## config.mk

```make
export PLATFORM = sky130hd
export DESIGN_NAME = rtcc_ctrl
export DESIGN_NICKNAME = d
export VERILOG_FILES = /design/src/common/rtcc_pkg.sv /design/src/rtl/rtcc_ctrl.sv
export SDC_FILE = /design/constraint.sdc
export NUM_CORES = 1
export LEC_CHECK = 0
export BUFFER_PORTS_ARGS = -buffer_cell sky130_fd_sc_hd__buf_2
export CAP_MARGIN = 0
export CORE_AREA = 2 2 101 103
export CTS_CLUSTER_SIZE = 28
export DETAILED_ROUTE_END_ITERATION = 8
export DIE_AREA = 0 0 103 105
export PLACE_DENSITY = 0.84
export SYNTH_ARGS = -nofsm -noshare
export SYNTH_HDL_FRONTEND = slang
export SYNTH_SLANG_ARGS = --single-unit
```

## constraint.sdc

```tcl
create_clock -name clk_sys -period 6.8 [get_ports clk_sys]
set_input_delay 1.02 -clock clk_sys [delete_from_list [all_inputs] [get_ports clk_sys]]
set_output_delay 1.02 -clock clk_sys [all_outputs]
set_load 0.1 [all_outputs]
```

## src/common/rtcc_pkg.sv

```systemverilog
/*
 * Constants, register layouts and carrier types for the real time clock
 * control, status and interrupt block.
 * Assumes a 200 MHz system clock and a 32.768 kHz timekeeping oscillator.
 */
package rtcc_pkg;

    // ----------------------------------------------------------------
    // Host ports and register indices
    // ----------------------------------------------------------------
    localparam logic [15:0] PORT_INDEX = 16'h0070;
    localparam logic [15:0] PORT_DATA  = 16'h0071;
    localparam logic [6:0]  IDX_A      = 7'h0a;
    localparam logic [6:0]  IDX_B      = 7'h0b;
    localparam logic [6:0]  IDX_C      = 7'h0c;
    localparam logic [6:0]  IDX_D      = 7'h0d;
    localparam logic [6:0]  IDX_XA     = 7'h4a;
    localparam logic [6:0]  IDX_XB     = 7'h4b;

    // ----------------------------------------------------------------
    // Timing
    // ----------------------------------------------------------------
    localparam int          OSC_HZ       = 32768;
    localparam int          LEAD_MS      = 122;
    localparam int          FIRST_UPD_MS = 500;
    localparam int          DIV_BITS     = 15;
    localparam logic [14:0] LEAD_POINT   = 15'(OSC_HZ - (LEAD_MS * OSC_HZ) / 1000);
    localparam logic [14:0] FIRST_LOAD   = 15'(OSC_HZ - (FIRST_UPD_MS * OSC_HZ) / 1000);
    localparam logic [14:0] DIV_LAST     = 15'h7fff;

    // ----------------------------------------------------------------
    // Register layouts and reset values
    // ----------------------------------------------------------------
    typedef struct packed {
        logic       chain_reset;
        logic       oscillator_on;
        logic       bank_select;
        logic [3:0] rate_select;
    } rtcc_reg_a_s;

    typedef struct packed {
        logic update_inhibit;
        logic periodic_irq_en;
        logic alarm_irq_en;
        logic update_irq_en;
        logic rsvd3;
        logic data_format;
        logic hour_format;
        logic dst_enable;
    } rtcc_reg_b_s;

    typedef struct packed {
        logic [1:0] rsvd54;
        logic       power_out_ctl;
        logic       rsvd2;
        logic       wake_flag;
        logic       kick_flag;
    } rtcc_ext_a_s;

    typedef struct packed {
        logic aux_batt_en;
        logic rsvd6;
        logic crystal_sel;
        logic rsvd4;
        logic powerfail_pin_hold;
        logic rsvd2;
        logic wake_irq_en;
        logic kick_irq_en;
    } rtcc_ext_b_s;

    localparam rtcc_reg_a_s RST_A  = 7'h20;
    localparam rtcc_reg_b_s RST_B  = 8'h00;
    localparam rtcc_ext_a_s RST_XA = 6'h08;
    localparam rtcc_ext_b_s RST_XB = 8'ha9;

    typedef enum logic [1:0] {
        RTCC_IDLE = 2'b00,
        RTCC_LEAD = 2'b01,
        RTCC_UPD  = 2'b10
    } rtcc_upd_e;

    // Controls handed to the time and calendar counters
    typedef struct packed {
        logic data_format;
        logic hour_format;
        logic dst_enable;
        logic bank_select;
        logic crystal_sel;
        logic aux_batt_en;
        logic osc_running;
        logic update_tick;
    } rtcc_mode_s;

    // Time and alarm bytes from the counters
    typedef struct packed {
        logic [7:0] sec;
        logic [7:0] min;
        logic [7:0] hour;
    } rtcc_time_s;

endpackage : rtcc_pkg

```

## src/rtl/rtcc_ctrl.sv

```systemverilog
/*
 * Control, status and interrupt logic of the real time clock: host index and
 * data ports, control registers, divider chain, update timing, flags and the
 * wake/kickstart power output.
 * Assumes host strobes, oscillator and supply pins are asynchronous; time and
 * alarm bytes and wake_event come from clk_sys logic. nrst marks first power-up.
 */
// Summary of operation
// - Extended registers at 4AH/4BH in bank one
// - Divider bits choose run, chain reset, or stop
// - First update 500 ms after run pattern
// - Rate select picks divider tap or none
// - Periodic flag sets regardless; enable gates interrupt
// - Alarm flag on match, 11XXXXXX matches all
// - Update inhibit rising clears update interrupt enable
// - Data format bit read/write, binary or BCD
// - Hour format bit read/write, 24 or 12
// - Daylight saving enable drives special updates
// - Any flag is OR of enabled flags
// - Reading flag register clears three flags
// - Periodic on tap edge, update flag after update
// - Unused flag and battery bits read zero
// - Battery valid read-only, reports backup battery
// - Busy 122 ms before update; aux presence bit
// - Power control writable, cleared by enabled events
// - Wake/kick flags set by event, cleared by zero
// - Power fail tristates power pin unless hold
// - Enables gate wake/kick onto both pins
// - First power-up initialises extended control bits
// - Every power-on forces oscillator on, chain running
// - Index port 70H then data port 71H
// - Read-clear flags latched; events held until read ends
`timescale 1ns/1ps

module rtcc_ctrl #(
    parameter int UPD_CYCLES = 16
) (
    input  wire logic                 clk_sys,
    input  wire logic                 nrst,
    input  wire logic [15:0]          io_addr,
    input  wire logic                 io_rd_n,
    input  wire logic                 io_wr_n,
    input  wire logic [7:0]           io_wdata,
    output logic      [7:0]           io_rdata,
    output logic                      io_rdata_oe,
    input  wire logic                 osc_32k,
    input  wire logic                 vcc_ok,
    input  wire logic                 backup_battery_good,
    input  wire logic                 aux_supply,
    input  wire logic                 kick_in_n,
    input  wire logic                 wake_event,
    input  wire rtcc_pkg::rtcc_time_s cur_time,
    input  wire rtcc_pkg::rtcc_time_s alarm_time,
    output rtcc_pkg::rtcc_mode_s      mode,
    output logic                      irq_out_n,
    output logic                      power_out_n,
    output logic                      power_out_oe
);
    import rtcc_pkg::*;

    initial begin
        if (UPD_CYCLES < 1 || UPD_CYCLES > 255) begin
            $error("UPD_CYCLES must lie in 1..255");
        end
    end

    localparam logic [7:0] UPD_LAST = 8'(UPD_CYCLES - 1);

    // ----------------------------------------------------------------
    // State
    // ----------------------------------------------------------------
    typedef struct packed {
        logic [1:0]    rd_s;
        logic [1:0]    wr_s;
        logic [1:0]    osc_s;
        logic [1:0]    vcc_s;
        logic [1:0]    kick_s;
        logic [1:0]    batt_s;
        logic [1:0]    aux_s;
        logic          rd_q;
        logic          wr_q;
        logic          osc_q;
        logic          vcc_q;
        logic          kick_q;
        logic [6:0]    index;
        rtcc_reg_a_s   ra;
        rtcc_reg_b_s   rb;
        rtcc_ext_a_s   xa;
        rtcc_ext_b_s   xb;
        logic          periodic_flag;
        logic          alarm_flag;
        logic          update_flag;
        logic [2:0]    pend;
        logic          rd_c;
        logic [7:0]    rdata;
        logic          rd_oe;
        logic [14:0]   div;
        logic          tap_q;
        rtcc_upd_e     upd;
        logic [7:0]    ucnt;
        logic          upd_tick;
    } rtcc_state_s;

    localparam rtcc_state_s RST_STATE = '{
        rd_s: 2'h3, wr_s: 2'h3, osc_s: 2'h0, vcc_s: 2'h0, kick_s: 2'h3,
        batt_s: 2'h0, aux_s: 2'h0, rd_q: 1'b1, wr_q: 1'b1, osc_q: 1'b0,
        vcc_q: 1'b0, kick_q: 1'b1, index: 7'h00, ra: RST_A, rb: RST_B,
        xa: RST_XA, xb: RST_XB, periodic_flag: 1'b0, alarm_flag: 1'b0,
        update_flag: 1'b0, pend: 3'h0, rd_c: 1'b0, rdata: 8'h00,
        rd_oe: 1'b0, div: 15'h0000, tap_q: 1'b0, upd: RTCC_IDLE,
        ucnt: 8'h00, upd_tick: 1'b0
    };

    rtcc_state_s st;
    rtcc_state_s next_st;

    // ----------------------------------------------------------------
    // Helpers
    // ----------------------------------------------------------------
    // Divider bit whose rising edge is the periodic event; 15 means none
    function automatic logic [3:0] tap_bit(input logic [3:0] rs);
        case (rs)
            4'h0:    tap_bit = 4'hf;
            4'h1:    tap_bit = 4'h6;
            4'h2:    tap_bit = 4'h7;
            default: tap_bit = 4'(rs - 4'h2);
        endcase
    endfunction : tap_bit

    function automatic logic byte_match(input logic [7:0] t, input logic [7:0] a);
        byte_match = (a[7:6] == 2'b11) || (a == t);
    endfunction : byte_match

    function automatic logic run_pattern(input rtcc_reg_a_s r);
        run_pattern = !r.chain_reset && r.oscillator_on;
    endfunction : run_pattern

    // ----------------------------------------------------------------
    // Next state
    // ----------------------------------------------------------------
    logic        rd_start;
    logic        rd_end;
    logic        wr_start;
    logic        osc_tick;
    logic        power_on;
    logic        kick_evt;
    logic        host_ok;
    logic        data_port;
    logic        ext_sel;
    logic        tap_now;
    logic        per_evt;
    logic        upd_evt;
    logic        alm_evt;
    logic        any_irq_flag;
    logic        c_hold;
    logic [3:0]  tap;
    logic [7:0]  reg_read;
    logic [14:0] div_inc;
    rtcc_reg_a_s wa;
    rtcc_reg_b_s wb;
    rtcc_ext_a_s wxa;

    always_comb begin
        next_st = st;
        next_st.rd_s   = {st.rd_s[0], io_rd_n};
        next_st.wr_s   = {st.wr_s[0], io_wr_n};
        next_st.osc_s  = {st.osc_s[0], osc_32k};
        next_st.vcc_s  = {st.vcc_s[0], vcc_ok};
        next_st.kick_s = {st.kick_s[0], kick_in_n};
        next_st.batt_s = {st.batt_s[0], backup_battery_good};
        next_st.aux_s  = {st.aux_s[0], aux_supply};
        next_st.rd_q   = st.rd_s[1];
        next_st.wr_q   = st.wr_s[1];
        next_st.osc_q  = st.osc_s[1];
        next_st.vcc_q  = st.vcc_s[1];
        next_st.kick_q = st.kick_s[1];
        next_st.upd_tick = 1'b0;

        host_ok   = st.vcc_s[1];
        rd_start  = host_ok && st.rd_q && !st.rd_s[1];
        rd_end    = !st.rd_q && st.rd_s[1];
        wr_start  = host_ok && st.wr_q && !st.wr_s[1];
        osc_tick  = !st.osc_q && st.osc_s[1];
        power_on  = !st.vcc_q && st.vcc_s[1];
        kick_evt  = st.kick_q && !st.kick_s[1];
        data_port = (io_addr == PORT_DATA);
        ext_sel   = st.ra.bank_select;

        // ------------------------------------------------------------
        // Divider chain and update timing
        // ------------------------------------------------------------
        div_inc = st.div + 15'h0001;
        per_evt = 1'b0;
        upd_evt = 1'b0;
        alm_evt = 1'b0;
        if (st.ra.chain_reset && st.ra.oscillator_on) begin
            next_st.div = 15'h0000;
        end else if (run_pattern(st.ra) && osc_tick) begin
            next_st.div = div_inc;
        end
        tap     = tap_bit(st.ra.rate_select);
        tap_now = (tap != 4'hf) && next_st.div[tap];
        next_st.tap_q = tap_now;
        per_evt = tap_now && !st.tap_q;

        case (st.upd)
            RTCC_IDLE: begin
                if (run_pattern(st.ra) && osc_tick && !st.rb.update_inhibit && div_inc == LEAD_POINT) begin
                    next_st.upd = RTCC_LEAD;
                end
            end
            RTCC_LEAD: begin
                if (st.rb.update_inhibit || !run_pattern(st.ra)) begin
                    next_st.upd = RTCC_IDLE;
                end else if (osc_tick && st.div == DIV_LAST) begin
                    next_st.upd      = RTCC_UPD;
                    next_st.ucnt     = 8'h00;
                    next_st.upd_tick = 1'b1;
                end
            end
            RTCC_UPD: begin
                next_st.ucnt = st.ucnt + 8'h01;
                if (st.ucnt == UPD_LAST) begin
                    next_st.upd = RTCC_IDLE;
                    upd_evt     = 1'b1;
                    alm_evt     = byte_match(cur_time.sec, alarm_time.sec) &&
                                  byte_match(cur_time.min, alarm_time.min) &&
                                  byte_match(cur_time.hour, alarm_time.hour);
                end
            end
            default: begin
                next_st.upd = RTCC_IDLE;
            end
        endcase

        // ------------------------------------------------------------
        // Host ports
        // ------------------------------------------------------------
        case (st.index)
            IDX_A:   reg_read = {(st.upd != RTCC_IDLE), st.ra};
            IDX_B:   reg_read = {st.rb[7:4], 1'b0, st.rb[2:0]};
            IDX_C:   reg_read = {any_irq_flag, st.periodic_flag, st.alarm_flag, st.update_flag, 4'h0};
            IDX_D:   reg_read = {st.batt_s[1], 7'h00};
            IDX_XA:  reg_read = ext_sel ? {st.aux_s[1], (st.upd != RTCC_IDLE), st.xa} : 8'h00;
            IDX_XB:  reg_read = ext_sel ? st.xb : 8'h00;
            default: reg_read = 8'h00;
        endcase

        if (rd_start && data_port) begin
            next_st.rdata = reg_read;
            next_st.rd_oe = 1'b1;
            next_st.rd_c  = (st.index == IDX_C);
        end else if (rd_start && io_addr == PORT_INDEX) begin
            next_st.rdata = {1'b0, st.index};
            next_st.rd_oe = 1'b1;
        end else if (rd_end) begin
            next_st.rd_oe = 1'b0;
            next_st.rd_c  = 1'b0;
        end

        // Flag register: captured at read start, events parked until read end
        // An event in the capture cycle is parked too, else the clear loses it
        c_hold = st.rd_c || (rd_start && data_port && st.index == IDX_C);
        if (c_hold) begin
            next_st.pend = st.pend | {per_evt, alm_evt, upd_evt};
            if (rd_end) begin
                next_st.periodic_flag = st.pend[2] | per_evt;
                next_st.alarm_flag    = st.pend[1] | alm_evt;
                next_st.update_flag   = st.pend[0] | upd_evt;
                next_st.pend          = 3'h0;
            end
        end else begin
            next_st.periodic_flag = st.periodic_flag | per_evt;
            next_st.alarm_flag    = st.alarm_flag | alm_evt;
            next_st.update_flag   = st.update_flag | upd_evt;
        end

        wa  = io_wdata[6:0];
        wb  = io_wdata;
        wxa = io_wdata[5:0];
        next_st.xa.wake_flag = st.xa.wake_flag | wake_event;
        next_st.xa.kick_flag = st.xa.kick_flag | kick_evt;
        if (wr_start && io_addr == PORT_INDEX) begin
            next_st.index = io_wdata[6:0];
        end else if (wr_start && data_port) begin
            case (st.index)
                IDX_A: begin
                    next_st.ra = wa;
                    if (run_pattern(wa) && !run_pattern(st.ra)) begin
                        next_st.div = FIRST_LOAD;
                        next_st.upd = RTCC_IDLE;
                    end
                end
                IDX_B: begin
                    next_st.rb       = wb;
                    next_st.rb.rsvd3 = 1'b0;
                    if (wb.update_inhibit && !st.rb.update_inhibit) begin
                        next_st.rb.update_irq_en = 1'b0;
                    end
                    if (wb.update_inhibit) begin
                        next_st.upd = RTCC_IDLE;
                    end
                end
                IDX_XA: begin
                    if (ext_sel) begin
                        next_st.xa.rsvd54        = wxa.rsvd54;
                        next_st.xa.rsvd2         = wxa.rsvd2;
                        next_st.xa.power_out_ctl = wxa.power_out_ctl;
                        next_st.xa.wake_flag     = wxa.wake_flag | wake_event;
                        next_st.xa.kick_flag     = wxa.kick_flag | kick_evt;
                    end
                end
                IDX_XB: begin
                    if (ext_sel) begin
                        next_st.xb = io_wdata;
                    end
                end
                default: begin
                end
            endcase
        end

        // Enabled wake or kick pulls the power output active
        if ((st.xa.wake_flag && st.xb.wake_irq_en) || (st.xa.kick_flag && st.xb.kick_irq_en)) begin
            next_st.xa.power_out_ctl = 1'b0;
        end

        if (power_on) begin
            next_st.ra.oscillator_on = 1'b1;
            next_st.ra.chain_reset   = 1'b0;
        end
    end

    // Level seen by software and by the pin
    assign any_irq_flag = (st.periodic_flag && st.rb.periodic_irq_en) ||
                          (st.alarm_flag && st.rb.alarm_irq_en) ||
                          (st.update_flag && st.rb.update_irq_en) ||
                          (st.xa.wake_flag && st.xb.wake_irq_en) ||
                          (st.xa.kick_flag && st.xb.kick_irq_en);

    // ----------------------------------------------------------------
    // Registers; nrst only on first power-up, battery holds the rest
    // ----------------------------------------------------------------
    always_ff @(posedge clk_sys or negedge nrst) begin
        if (!nrst) begin
            st <= RST_STATE;
        end else begin
            st <= next_st;
        end
    end

    // ----------------------------------------------------------------
    // Outputs
    // ----------------------------------------------------------------
    assign io_rdata    = st.rdata;
    assign io_rdata_oe = st.rd_oe;

    // Interrupt pin needs main power; wake/kick still reach the power pin
    assign irq_out_n    = !(any_irq_flag && st.vcc_s[1]);
    assign power_out_n  = st.xa.power_out_ctl;
    assign power_out_oe = st.vcc_s[1] || st.xb.powerfail_pin_hold;

    assign mode.data_format = st.rb.data_format;
    assign mode.hour_format = st.rb.hour_format;
    assign mode.dst_enable  = st.rb.dst_enable;
    assign mode.bank_select = st.ra.bank_select;
    assign mode.crystal_sel = st.xb.crystal_sel;
    assign mode.aux_batt_en = st.xb.aux_batt_en;
    assign mode.osc_running = st.ra.oscillator_on;
    assign mode.update_tick = st.upd_tick;

endmodule : rtcc_ctrl

```

==> metrics.yaml <==
outcome: "complete, no violations"
dr_total_vias: 4509
insertion_delay_ps: 380
wl_mm: 13.3
netlist.top_cell.by_area: "dfrtp_1"
synth_top_area_frac: 0.384
floorplan.die.height_um: 105
critical_path_class: "reg2reg"
dr.pass1.iters: 6
cts_tree: "done"
cts_max_path_buffers: 2
fillers: 840
cp.arrival_ps: 3430
setup_viol: 0
skew_ps: 14.6
cts_root_buffer: "clkbuf_8"
pin_count: 102
grt_pass1_vias: 4311
grt-ovfl-total: 0
syn_area_um2: 5340
core_um2: 9640
hp-class: "reg2reg"
place_hpwl_mm: 9.73
core.rowCount: 36
synthFlopType: "dfrtp_1"
place_inst: 731
clkTransAtPathRegs_ps: 100
period_needed_ps: 3150
drc: 0
drive_gt1_frac: 0.295
grtUsageTotal: 0.252
nets: 695
syn-num-nets: 619
start_util: 0.554
clock-sinks: 97
ant_nets: 0
vdd_drop_max_mv: 0.116
seq_area_frac_synth: 0.458
final-seq-area_um2: 2450
routedWlPerCell_um: 17.8
die_area_um2: 10800
synth_area_leaders: "dfrtp_1, dfstp_2, mux2_2"
fin_cells: 747
endpoint_kind: "flip-flop"
cts_setup_buffers: 0
slew_headroom: 0.370
routed_via_density: 6.04
synthCells: 533
diodes: 0
worstPathMaxFanout: 16
multi_input_area_um2: 2620
synth-async-reset-ratio: 1.00
worst_pin_slew_ps: 937
grt_pass1_wl_mm: 21.3
p_leak_uw: 0.00278
ys_seq_elements: 97
timing.fmax_mhz: 318
slew_viol_final: 0
cp_data_required_time_ps: 7080
startpoint_type: "flip-flop"
synth_edf_count: 0
antenna_found_initial: 0
syn_to_final_growth_pct: 12.5
htreeDepth: 3
powerDensity_nw_per_um2: 199
timing.final.crit_share: 0.463
die_x_um: 103
fin_tns_setup_ps: 0
numCtsBuffers: 9
rsz0062_at_grt: "false"
hold_buffers: 0
yosysWarnings: 0
synth.distinct_cells: 80
portBuffers: 101
drv_cap: 0
place.gp.congestion: 0.918
hold_viol_final: 0
grt_start_max_net_pins: 57
syn_area_per_cell_um2: 10.0
drt_iter0_markers: 362
cts_resized: 0
[sequential cells by signal, indices dropped and copies added, names as in the netlist]
| signal | flops |
|---|---|
| io_rdata | 8 |
| mode | 7 |
| io_rdata_oe | 1 |
| host_ok | 1 |
| st | 67 |
| power_out_n | 1 |
| next_st | 11 |
| ext_sel | 1 |
[cell type report]
type / count / area share
clock buffer: 10 / 0.0212
tap: 133 / 0.0277
sequential: 97 / 0.407
multi-input combinational: 382 / 0.435
inverter: 16 / 0.00999
clock inverter: 6 / 0.0121
timing repair buffer: 103 / 0.0870
[report_power, final]
part / switching (µW) / internal [µW]
Clock: 218 / 175
Sequential: 46.6 / 604
Combinational: 88.3 / 64.7
[placed cells by master (no fill, tap or decap), types with 5 or more instances in the layout]
cell and n:
buf_2 100, dfrtp_1 82, nor2_1 52, nand2_1 42, xor2_1 29, mux2_2 27, o21ai_0 26, a21oi_1 20
nor4_1 19, inv_1 15, nor3_1 15, dfstp_2 15, a22oi_1 14, nand3_1 11, clkbuf_8 9, nor2b_1 8
xnor2_1 8, nand4_1 6, nand2b_1 6, o211a_1 5, a21o_1 5
[worst max-delay path: stages, from the launching register on]
cell,delay [ps]
dfstp_2,690
nand4bb_1,630
nor4_1,530
xnor2_1,140
nor2_1,110
nor4_1,70
o41ai_2,590
inv_2,60
o31ai_2,220
[Yosys cell counts (all sizes together) (6+ instances only)]
| master | n |
|---|---|
| dfrtp | 82 |
| nor2 | 52 |
| nand2 | 44 |
| xor2 | 29 |
| o21ai | 28 |
| mux2 | 27 |
| buf | 24 |
| nor4 | 23 |
| a21oi | 20 |
| nor3 | 18 |
| inv | 16 |
| dfstp | 15 |
| a22oi | 14 |
| clkbuf | 14 |
| nand3 | 12 |
| nor2b | 8 |
| xnor2 | 8 |
| nand4 | 7 |
| nand2b | 6 |
[routing by layer]
layer  track usage  wire length [µm]  up-vias
li1              -                 -     2072
met1         0.344              5650     2192
met3        0.0649              1020       27
met4        0.0677               256        0
met2         0.398              6360      218
met5             0                 0        -
[kinds of logic (layout without fill, tap and decap cells)]
| kind of cell | count (synthesis) | after routing | synth area share |
|---|---|---|---|
| buffers and inverters | 54 | 135 | 0.0524 |
| muxes | 30 | 30 | 0.0625 |
| xor gates and xnor gates | 37 | 37 | 0.0606 |
| DFF | 97 | 97 | 0.458 |
| adders and majority gates | 4 | 4 | 0.00937 |
| AOI/OAI and AO/OA | 115 | 115 | 0.152 |
| and+or+nand+nor | 196 | 196 | 0.205 |
[stage by stage]
stage	worst slack (ps)	utilization	instance area, µm²	power (µW)	hold slack (ps)
after global placement	3450	0.603	5810	803	334
final	3650	0.624	6010	1200	361
after detailed placement	3350	0.603	5810	810	340
after global routing	3400	0.624	6010	1250	366
after floorplan	3800	-	5340	746	331
after CTS	3690	0.624	6010	1200	362
[final timing paths]
path,from,to,slack (ps),cells after the start
worst max-delay path,mode[1],st[42],3650,8
worst min register to register,next_st[91],host_ok,360,0
min in group asynchronous,nrst,st[19],600,1
worst min-delay path,next_st[91],host_ok,360,0
max in group asynchronous,nrst,st[26],5060,2
worst max register to register,mode[1],st[42],3650,8
(Power assumes the default switching activity.)
